[config.mk]
export PLATFORM = sky130hd
export DESIGN_NAME = tx_serdes_irq_regs
export DESIGN_NICKNAME = d
export VERILOG_FILES = /design/src/logic/tx_serdes_irq_pkg.sv /design/src/logic/tx_serdes_irq_regs.sv /design/src/logic/tx_event_latch.sv
export SDC_FILE = /design/constraint.sdc
export NUM_CORES = 1
export LEC_CHECK = 0
export BUFFER_PORTS_ARGS = -buffer_cell sky130_fd_sc_hd__buf_4
export CAP_MARGIN = 10
export CORE_MARGIN = 5
export CORE_UTILIZATION = 30
export DETAILED_ROUTE_END_ITERATION = 10
export SYNTH_ARGS = -nofsm -noshare
export SYNTH_HDL_FRONTEND = slang
export SYNTH_HIERARCHICAL = 1
export SYNTH_SLANG_ARGS = --single-unit
[constraint.sdc]
create_clock -name sys_clk -period 2 [get_ports sys_clk]
set_clock_uncertainty 0.2 [all_clocks]
set_input_delay 0.1 -clock sys_clk [delete_from_list [all_inputs] [get_ports sys_clk]]
set_output_delay 0.1 -clock sys_clk [all_outputs]
set_load 0.01 [all_outputs]
[src/logic/tx_serdes_irq_pkg.sv]
package tx_serdes_irq_pkg;
   localparam logic [7:0] RX_CHAN_B_VALID_OFS = 8'h0c;
   localparam logic [7:0] TX_IRQ_ENABLE_OFS   = 8'h0d;
   localparam logic [7:0] TX_IRQ_STATUS_OFS   = 8'h0e;
   localparam logic [7:0] TX_DATA_OFS         = 8'h0f;
   localparam logic [7:0] RX_CHAN_B_VALID_RST = 8'h00;
   localparam logic [3:0] TX_IRQ_ENABLE_RST   = 4'h0;
   localparam logic [3:0] TX_IRQ_STATUS_RST   = 4'h0;
   localparam int         STAT_EMPTY_BIT      = 0;
   localparam int         STAT_DONE_BIT       = 1;
   localparam int         STAT_OVERFLOW_BIT   = 2;
   localparam int         STAT_UNDERFLOW_BIT  = 3;
   localparam int         STAT_WIDTH          = 4;
endpackage : tx_serdes_irq_pkg

[src/logic/tx_serdes_irq_regs.sv]
// Function
// read-only eight-bit channel B mask, one marks matching data bit valid
// host may skip mask read when whole byte reported valid
// host writes zeros to enable bits 7:4
// enable bit one lets its status raise interrupt, zero suppresses
// underflow sets when transmitter wants data but none held, after first bit
// overflow sets when host writes data before previous byte moved to shifter
// done sets when byte finished and nothing queued, after first bit
// empty sets when data register moves into transmitter
// host write to transmit data register clears empty
// status read clears underflow, overflow and done
// status latches regardless of enable bits
// transmit status reads zero outside transmit mode
// status register read-only, upper four bits reserved
// interrupt asserted while any enabled status bit is set
module tx_serdes_irq_regs
   import tx_serdes_irq_pkg::*;
(
   input  wire logic       sys_clk,
   input  wire logic       reset,
   input  wire logic [7:0] reg_addr,
   input  wire logic       reg_wr,
   input  wire logic       reg_rd,
   input  wire logic [7:0] reg_wdata,
   output logic      [7:0] reg_rdata,
   input  wire logic       tx_enable,
   input  wire logic       tx_load_shifter,
   input  wire logic       tx_sample_req,
   input  wire logic       tx_byte_finished,
   input  wire logic       rx_b_mask_load,
   input  wire logic [7:0] rx_b_mask_in,
   output logic            tx_data_full,
   output logic            irq
);
   import tx_serdes_irq_pkg::*;

   logic [7:0]            rx_b_mask_ff;
   logic [STAT_WIDTH-1:0] irq_enable_ff;
   logic [STAT_WIDTH-1:0] status_ff;
   logic [STAT_WIDTH-1:0] seen_status;
   logic [STAT_WIDTH-1:0] set_pulse;
   logic [STAT_WIDTH-1:0] clr_pulse;
   logic                  data_full_ff;
   logic                  bit_sent_ff;
   logic [7:0]            nxt_rdata;
   logic                  data_wr;
   logic                  stat_rd;

   assign data_wr = reg_wr && (reg_addr == TX_DATA_OFS);
   assign stat_rd = reg_rd && (reg_addr == TX_IRQ_STATUS_OFS);

   // channel B mask, loaded by correlator
   always_ff @(posedge sys_clk) begin
      if (reset) begin
         rx_b_mask_ff <= RX_CHAN_B_VALID_RST;
      end else if (rx_b_mask_load) begin
         rx_b_mask_ff <= rx_b_mask_in;
      end
   end

   // host ignores bits 7:4 per contract; stored width is four
   always_ff @(posedge sys_clk) begin
      if (reset) begin
         irq_enable_ff <= TX_IRQ_ENABLE_RST;
      end else if (reg_wr && (reg_addr == TX_IRQ_ENABLE_OFS)) begin
         irq_enable_ff <= reg_wdata[STAT_WIDTH-1:0];
      end
   end

   // holding-register occupancy
   always_ff @(posedge sys_clk) begin
      if (reset) begin
         data_full_ff <= 1'b0;
      end else if (data_wr) begin
         data_full_ff <= 1'b1;
      end else if (tx_load_shifter) begin
         data_full_ff <= 1'b0;
      end
   end

   // at least one bit sent since transmit mode entered
   always_ff @(posedge sys_clk) begin
      if (reset || !tx_enable) begin
         bit_sent_ff <= 1'b0;
      end else if (tx_load_shifter) begin
         bit_sent_ff <= 1'b1;
      end
   end

   always_comb begin
      set_pulse = '0;
      set_pulse[STAT_UNDERFLOW_BIT] = tx_enable && tx_sample_req && !data_full_ff && bit_sent_ff;
      set_pulse[STAT_OVERFLOW_BIT]  = tx_enable && data_wr && data_full_ff && !tx_load_shifter;
      set_pulse[STAT_DONE_BIT]      = tx_enable && tx_byte_finished && !data_full_ff && bit_sent_ff;
      set_pulse[STAT_EMPTY_BIT]     = tx_enable && tx_load_shifter;
   end

   always_comb begin
      clr_pulse = '0;
      clr_pulse[STAT_EMPTY_BIT]     = data_wr || !tx_enable;
      clr_pulse[STAT_DONE_BIT]      = stat_rd || !tx_enable;
      clr_pulse[STAT_OVERFLOW_BIT]  = stat_rd || !tx_enable;
      clr_pulse[STAT_UNDERFLOW_BIT] = stat_rd || !tx_enable;
   end

   // latched independent of enables
   tx_event_latch u_latch (
      .sys_clk   (sys_clk),
      .reset     (reset),
      .set_pulse (set_pulse),
      .clr_pulse (clr_pulse),
      .flags_ff  (status_ff)
   );

   assign seen_status = tx_enable ? status_ff : '0;

   always_comb begin
      nxt_rdata = 8'h00;
      unique case (reg_addr)
         RX_CHAN_B_VALID_OFS: nxt_rdata = rx_b_mask_ff;
         TX_IRQ_ENABLE_OFS:   nxt_rdata = {4'h0, irq_enable_ff};
         TX_IRQ_STATUS_OFS:   nxt_rdata = {4'h0, seen_status};
         default:             nxt_rdata = 8'h00;
      endcase
   end

   always_ff @(posedge sys_clk) begin
      if (reset) begin
         reg_rdata <= 8'h00;
      end else if (reg_rd) begin
         reg_rdata <= nxt_rdata;
      end
   end

   assign tx_data_full = data_full_ff;
   assign irq = |(seen_status & irq_enable_ff);
endmodule : tx_serdes_irq_regs

[src/logic/tx_event_latch.sv]
// sticky event bits; set wins over clear
module tx_event_latch (
   input  wire logic                                    sys_clk,
   input  wire logic                                    reset,
   input  wire logic [tx_serdes_irq_pkg::STAT_WIDTH-1:0] set_pulse,
   input  wire logic [tx_serdes_irq_pkg::STAT_WIDTH-1:0] clr_pulse,
   output logic      [tx_serdes_irq_pkg::STAT_WIDTH-1:0] flags_ff
);
   import tx_serdes_irq_pkg::*;

   always_ff @(posedge sys_clk) begin
      if (reset) begin
         flags_ff <= TX_IRQ_STATUS_RST;
      end else begin
         flags_ff <= set_pulse | (flags_ff & ~clr_pulse);
      end
   end
endmodule : tx_event_latch

==> results of run 1 <==
==> power by group through the flow <==
stage               logic [mW]  clock network (mW)  registers [mW]
floorplan               0.0585                   0           0.546
detailed placement       0.114                   0           0.550
global route             0.170               0.320           0.539
CTS                      0.153               0.303           0.538
global placement         0.111                   0           0.549
finish                   0.155               0.287           0.538
==> tightest hold or removal path, stage by stage <==
cell and delay [ns]:
sky130_fd_sc_hd__buf_4 0.17, sky130_fd_sc_hd__mux2i_1 0.09, sky130_fd_sc_hd__nor2_1 0.08
==> placed cells by master, fill, tap and decap left out, drive strengths merged <==
cell,instances
a22oi,2
or3b,4
nor2,10
inv,5
and2,6
nor3,2
dlygate4sd3,22
dfxtp,26
nor2b,2
and3b,1
a21oi,11
nand2b,5
nand2,10
a221oi,4
mux2i,8
clkbuf,3
or4,2
a41o,1
o31ai,8
nor3b,4
and4b,2
nand3,1
buf,39
nor4,1
nand3b,1
and3,1
nand4,5
o21ai,4
==> registers in the layout, indices dropped and copies added (netlist names) <==
register,count
irq_enable_ff,4
bit_sent_ff,1
reg_rdata,8
tx_data_full,1
rx_b_mask_ff,8
u_latch/flags_ff,4
==> layer usage <==
layer / track usage [%] / routed length (um) / vias to the layer above
met5: 0 / 0 / -
met2: 19.7 / 1570 / 54
li1: - / - / 593
met4: 4.23 / 48 / 0
met1: 15.6 / 1370 / 539
met3: 3.42 / 272 / 4
==> final cells by class <==
cell class              instances  area (um^2)
flip-flops and latches         26          520
fillers                       372         2150
inverters                       5         18.8
well taps                      50         62.6
clock buffers                   3         41.3
multi-input cells              95          634
repair buffers                 61          513
==> cells by family after synthesis <==
logic type	share of synthesized area, %
simple gates	28.1
compound gates	17.8
mux	6.63
buf+inv	4.45
flops	43.1
==> through the flow <==
step	hold WS, ns	std cells	setup slack (ns)
after CTS	0.00203	240	0.481
final	0.00174	240	0.404
after detailed placement	0.141	215	0.210
after global placement	0.135	215	0.251
after floorplan	-0.0309	133	0.402
after global routing	0.0177	240	0.340
==> synthesized netlist by cell type (2+ instances only) <==
cell type,instances
sky130_fd_sc_hd__nor3_1,2
sky130_fd_sc_hd__and4b_1,2
sky130_fd_sc_hd__or3b_2,4
sky130_fd_sc_hd__o31ai_1,4
sky130_fd_sc_hd__clkbuf_1,5
sky130_fd_sc_hd__a21oi_1,11
sky130_fd_sc_hd__a22oi_1,2
sky130_fd_sc_hd__inv_1,5
sky130_fd_sc_hd__nand2_1,10
sky130_fd_sc_hd__o21ai_0,4
sky130_fd_sc_hd__nor3b_1,4
sky130_fd_sc_hd__a221oi_1,4
sky130_fd_sc_hd__mux2i_1,8
sky130_fd_sc_hd__dfxtp_1,26
sky130_fd_sc_hd__or4_4,2
sky130_fd_sc_hd__nand4_1,5
sky130_fd_sc_hd__and2_1,6
sky130_fd_sc_hd__nand2b_1,5
sky130_fd_sc_hd__nor2b_1,2
sky130_fd_sc_hd__o31ai_2,4
sky130_fd_sc_hd__nor2_1,10
==> how the worst max path moves through the flow <==
stage / cells after the start / slack (ns) / startpoint / endpoint
floorplan: 3 / 0.40 / reg_addr[5] / reg_rdata[4]
global placement: 4 / 0.25 / reg_addr[5] / reg_rdata[4]
detailed placement: 4 / 0.21 / reg_addr[5] / reg_rdata[7]
CTS: 5 / 0.48 / rx_b_mask_in[7] / rx_b_mask_ff[7]
global route: 5 / 0.34 / rx_b_mask_in[7] / rx_b_mask_ff[7]
finish: 5 / 0.40 / rx_b_mask_in[3] / rx_b_mask_ff[3]
==> summary.txt, run 1 <==
outcome: completed
placeable core region: 3940 um^2
Pint: 756 uW
slowest cell on the critical path: sky130_fd_sc_hd__dlygate4sd3_1
clock power share: 29.3%
cell at the root of the clock tree: sky130_fd_sc_hd__clkbuf_8
aggregate negative setup slack: 0 ns
list of cells traversed by the critical path: dlygate4sd3_1 -> buf_4 -> mux2i_1 -> dlygate4sd3_1 -> nor2_1
cell area after synthesis: 1210 um^2
most area-consuming cells after synthesis: sky130_fd_sc_hd__dfxtp_1 (43%), sky130_fd_sc_hd__mux2i_1 (6.6%), sky130_fd_sc_hd__a21oi_1 (4.6%)
WL final: 3250 um
number of H-tree levels: 1
cell type with the highest occurrence count on the critical path: sky130_fd_sc_hd__dlygate4sd3_1
Critical Path Max Stage Delay: 0.58 ns
classification of the worst setup path: in2reg
aggregate global-route resource usage: 12.2%
capture point of the worst reg-to-reg path: rx_b_mask_ff[3]
crit path max fanout: 1
setup violators final: 0
wire length of the first global-routing pass: 5180 um
total leakage power: 0.716 nW
total power divided by cell area: 547 nW/um^2
Max Fclk: 627 MHz
number of enable-type register cells in the synthesized netlist: 0
Switch Pwr: 224 uW
CTS clock-pin slew for the worst setup and hold paths: 0.08 ns
endpoint class of the critical path: flip-flop
DRC violation count after routing: 0
Routability Congestion: 0.732
post-layout util: 45.4%
postcts setup bufs: 0
most area-hungry cell type in the Yosys netlist: sky130_fd_sc_hd__dfxtp_1
final number of max-transition violations: 0
Worst-Skew Late Latency: 0.26 ns
area of the die: 5400 um^2
number of global-route vias before repair: 1,131
std cell rows: 23
Pwr Total: 980 uW
Finished Cell Area: 1790 um^2
RSZ-0062 raised after global routing: false
pin count of the biggest net entering global routing: 29
proportion of netlist area held by the largest area contributor: 43.1%
GR Overflow Total: 0
number of nets still failing antenna checks after routing: 0
antenna fix cells: 0
Synth cell types: 29
total number of nets in the final design: 225
ys async rst share: 0%
peak supply drop: 254 uV
I/O Buffers: 38
via count normalized by instance count: 4.96
starting utilization of the core area: 30.7%
length in cells of the worst reg-to-reg path: 3
time the final worst path needs with I/O delays and setup: 1.60 ns
Required @ worst endpoint: 1.95 ns
number of clock sinks: 26
mean instance size in the synthesized netlist: 9.09 um^2
Mapped Cells: 133
share of the yosys chip area belonging to registers: 43.1%
number of warnings reported in the yosys synthesis log: 6
number of nets produced by synthesis: 166
worst slew margin relative to its limit: 77.8%
Worst Hold Depth: 3
synthesis-stage register bit count: 26
number of top-level pins: 43
Inserted Clock Buffers: 3
final HPWL from detailed placement: 2340 um
CTS resizes: 0
startpoint type of the worst setup path: primary input
final hold viol count: 0
total number of vias: 1,190
relative contribution of sequential cells to total power: 54.9%
number of design-rule violations left by the first detailed-router iteration: 46
Die Wd: 73.5 um
CP Buf/Inv Count: 3
CP Data Arrival Time: 1.55 ns
antenna violations before repair: 0
instance area at placement: 1530 um^2
launch instance of the worst min-delay path: rx_b_mask_load
most instantiated flip-flop cell in the synthesis netlist: sky130_fd_sc_hd__dfxtp_1
Clock Tree Buf Depth: 2
endpoint of the worst hold-timing path: rx_b_mask_ff[4]
part of the total power dissipated in combinational logic: 15.9%
number of iterations in the first detailed-routing pass: 5
final worst-path cycle share: 79.8%
number of maximum-capacitance violations: 0
Reg-to-Reg Start: rx_b_mask_ff[3]
routed length per instance: 13.6 um
Sw Ratio: 22.8%
CTS tree: done
layout cells sized above 1: 27.4%
Die H: 73.5 um
kind of cell with the highest combined delay on the critical path: buffers and inverters
pin slew with the least headroom to its limit: 0.332 ns
synthesis-to-layout area growth: 48.1%
Reg2Reg Setup Slack: 0.61 ns
class of the worst hold path: in2reg
number of buffers inserted by hold repair at cts: 22
No activity file was read; power rests on OpenSTA's default activity.
==> inputs of run 2 (changes only) <==
- ABC_AREA: unset -> 1
- clock period: 2 -> 1.5 ns (I/O delays scaled with it)
==> run 2 against run 1 <==
  * The flow now finishes with violations (negative hold slack)
  * Count of clock-buffer cells in the layout stayed put
  * Register-to-register slack got worse by 0.51 ns
  * Synthesized cell count rose by 30%
  * Highest routed layer unchanged
  * Worst hold slack got worse by 0.085 ns
  * Critical endpoint is now rx_b_mask_ff[5]
  * Critical path depth did not move
  * Sequential share of layout area shrank 1.9 points
  * Non-clock buffer count grew 3
  * Combinational power up 47%
  * Design area rose by 7.3%
==> summary.txt, run 2 <==
Clock Tree Buf Depth: 2 (unchanged)
slowest cell on the critical path: sky130_fd_sc_hd__dlygate4sd3_1
cell area after synthesis: 1240 um^2 (+2.6%)
postcts setup bufs: 0 (unchanged)
total number of vias: 1,289 (+8.3%)
pin count of the biggest net entering global routing: 17 (-41%)
relative contribution of sequential cells to total power: 47.3% (-7.6 points)
biggest registers after layout: reg_rdata (8), rx_b_mask_ff (8)
synthesis-to-layout area growth: 55.0%
Finished Cell Area: 1920 um^2 (+7.3%)
Critical Path Max Stage Delay: 0.55 ns (-0.03 ns)
final hold viol count: 2 (+2)
proportion of netlist area held by the largest area contributor: 42.0% (-1.1 points)
I/O Buffers: 38 (unchanged)
most instantiated flip-flop cell in the synthesis netlist: sky130_fd_sc_hd__dfxtp_1
RSZ-0062 raised after global routing: false
Place WS: 0.210 ns (-0.000517 ns)
time the final worst path needs with I/O delays and setup: 1.47 ns
wire length of the first global-routing pass: 5140 um (-0.68%)
part of the total power dissipated in combinational logic: 14.8% (-1.1 points)
GR Overflow Total: 0 (unchanged)
Inserted Clock Buffers: 3 (unchanged)
Post-synth top cells: sky130_fd_sc_hd__inv_1 (28), sky130_fd_sc_hd__dfxtp_1 (26), sky130_fd_sc_hd__nand2_1 (24)
routed length per instance: 10.9 um (-20%)
fill cell total of the finished layout: 417 (+12%)
antenna fix cells: 0 (unchanged)
crit path max fanout: 1 (unchanged)
Switch Pwr: 338 uW (+51%)
top library cells by usage in the layout, fill and taps aside: sky130_fd_sc_hd__buf_4 (39), sky130_fd_sc_hd__inv_1 (28), sky130_fd_sc_hd__dfxtp_1 (25)
total leakage power: 0.892 nW (+25%)
number of clock sinks: 26 (unchanged)
ys async rst share: 0% (unchanged)
GR met1 Demand/Resource: 14.5% (-1.1 points)
number of enable-type register cells in the synthesized netlist: 0 (unchanged)
area of the die: 5520 um^2 (+2.2%)
number of warnings reported in the yosys synthesis log: 6 (unchanged)
number of top-level pins: 43 (unchanged)
instance area at placement: 1570 um^2 (+2.5%)
peak supply drop: 525 uV (+110%)
cell type with the highest occurrence count on the critical path: sky130_fd_sc_hd__dlygate4sd3_1
Mapped Cells: 173 (+30%)
most frequently used cell type in the post-synthesis netlist: sky130_fd_sc_hd__inv_1
number of nets produced by synthesis: 206 (+24%)
aggregate negative setup slack: 0 ns (unchanged)
kind of cell with the highest combined delay on the critical path: buffers and inverters
pin slew with the least headroom to its limit: 0.379 ns (+0.0472 ns)
CP Data Arrival Time: 1.44 ns (-0.11 ns)
final number of max-transition violations: 0 (unchanged)
most common cell after layout, fill and taps aside: sky130_fd_sc_hd__buf_4
Die H: 74.3 um (+1.1%)
area taken by multi-input logic gates: 602 um^2 (-5.1%)
list of cells traversed by the critical path: dlygate4sd3_1 -> buf_4 -> nor2_2 -> nor2_1 -> dlygate4sd3_1
Die Wd: 74.3 um (+1.1%)
clock power share: 37.9% (+8.6 points)
Pint: 1.20 mW (+58%)
number of global-route vias before repair: 1,211 (+7.1%)
CP Buf/Inv Count: 3 (unchanged)
global-route track usage on met2: 20.9% (+1.2 points)
starting utilization of the core area: 31.0% (+0.34 points)
tightest hold margin: -0.0828 ns (-0.0845 ns)
total power divided by cell area: 800 nW/um^2 (+46%)
violated checks: negative hold slack
endpoint class of the critical path: flip-flop
number of H-tree levels: 1 (unchanged)
minimum setup slack in the final design: 0.0333 ns (-0.371 ns)
total number of nets in the final design: 271 (+20%)
final HPWL from detailed placement: 2170 um (-7.5%)
std cell rows: 23 (unchanged)
Worst-Skew Late Latency: 0.28 ns (+0.02 ns)
CTS tree: done
classification of the worst setup path: in2reg
number of design-rule violations left by the first detailed-router iteration: 37 (-20%)
number of maximum-capacitance violations: 0 (unchanged)
DRC violation count after routing: 0 (unchanged)
layout cells sized above 1: 28.3% (+0.90 points)
final worst-path cycle share: 97.8%
Routability Congestion: 0.789 (+7.8%)
via count normalized by instance count: 4.49 (-9.4%)
number of iterations in the first detailed-routing pass: 4 (-1)
most area-hungry cell type in the Yosys netlist: sky130_fd_sc_hd__dfxtp_1
Required @ worst endpoint: 1.47 ns (-0.48 ns)
Sw Ratio: 22.0% (-0.82 points)
class of the worst hold path: in2reg
most area-consuming cells after synthesis: sky130_fd_sc_hd__dfxtp_1 (42%), sky130_fd_sc_hd__inv_1 (8.5%), sky130_fd_sc_hd__a21oi_1 (7.7%)
antenna violations before repair: 0 (unchanged)
cell at the root of the clock tree: sky130_fd_sc_hd__clkbuf_8
placeable core region: 4000 um^2 (+1.5%)
GRT busiest layer: met2
startpoint type of the worst setup path: primary input
share of the yosys chip area belonging to registers: 42.0% (-1.1 points)
mean instance size in the synthesized netlist: 7.17 um^2 (-21%)
number of nets still failing antenna checks after routing: 0 (unchanged)
WL final: 3130 um (-3.8%)
Synth cell types: 21 (-28%)
synthesis-stage register bit count: 26 (unchanged)
Max Fclk: 682 MHz
setup violators final: 0 (unchanged)
global routing usage on met3: 1.76% (-1.7 points)
Sequential Area: 522 um^2 (+0.24%)
outcome: complete, but fails checks
worst slew margin relative to its limit: 74.6% (-3.2 points)
CTS clock-pin slew for the worst setup and hold paths: 0.09 ns (about the same)
aggregate global-route resource usage: 12.1% (-0.15 points)
## run 2: power by group through the flow
stage	Combinational, mW	Clock (mW)	Sequential (mW)
final	0.228	0.582	0.727
after global routing	0.255	0.617	0.730
after CTS	0.227	0.593	0.727
after detailed placement	0.167	0	0.743
after global placement	0.165	0	0.743
after floorplan	0.0803	0	0.743
## run 2: cells by family after synthesis
family                 Yosys count  share of synthesized area [%]
AND/OR/NAND/NOR                 75                           31.3
AO/OA/AOI/OAI                   37                           15.0
buffers and inverters           35                           11.7
flip-flops                      26                           42.0
## run 2: repair_timing
item,4_1_cts,5_1_grt
endpoints found under the hold margin,26,0
gates resized for setup,0,11
hold buffers,27,0
endpoints found under the setup margin,0,8
## run 2: final timing paths
path	from	to	slack, ns	cells after the start
setup / recovery	rx_b_mask_in[5]	rx_b_mask_ff[5]	0.03	5
hold / removal	rx_b_mask_load	rx_b_mask_ff[4]	-0.08	3
setup reg to reg	rx_b_mask_ff[0]	rx_b_mask_ff[0]	0.10	3
hold reg to reg	bit_sent_ff	bit_sent_ff	0.26	2
## run 2: cell type report
cell class / instances / area share [%]
clock buffers: 3 / 2.15
inverters: 31 / 6.05
multi-input cells: 112 / 31.3
flip-flops and latches: 26 / 27.1
well taps: 50 / 3.26
clock inverters: 1 / 1.56
repair buffers: 64 / 28.5
## run 2: routing by layer
| layer | part of all wire [%] | up-vias |
|---|---|---|
| met5 | 0 | - |
| met4 | 2.1 | 0 |
| met3 | 4.5 | 5 |
| met2 | 50 | 23 |
| met1 | 43 | 581 |
| li1 | - | 680 |
## run 2: worst reg2reg max path, cell delays in order (launching register included)
cell and delay (ns):
sky130_fd_sc_hd__dfxtp_1 0.34, sky130_fd_sc_hd__o21ai_0 0.16, sky130_fd_sc_hd__nor2_1 0.06, sky130_fd_sc_hd__dlygate4sd3_1 0.54
## run 2: through the flow
| step | power (mW) | cells | hold WS [ns] | util, % |
|---|---|---|---|---|
| floorplan | 0.823 | 173 | -0.0559 | - |
| global placement | 0.908 | 258 | 0.100 | 39.2 |
| detailed placement | 0.910 | 258 | 0.101 | 39.2 |
| CTS | 1.55 | 289 | 0.0226 | 47.7 |
| global route | 1.60 | 287 | 0.000598 | 48.0 |
| finish | 1.54 | 287 | -0.0828 | 48.0 |
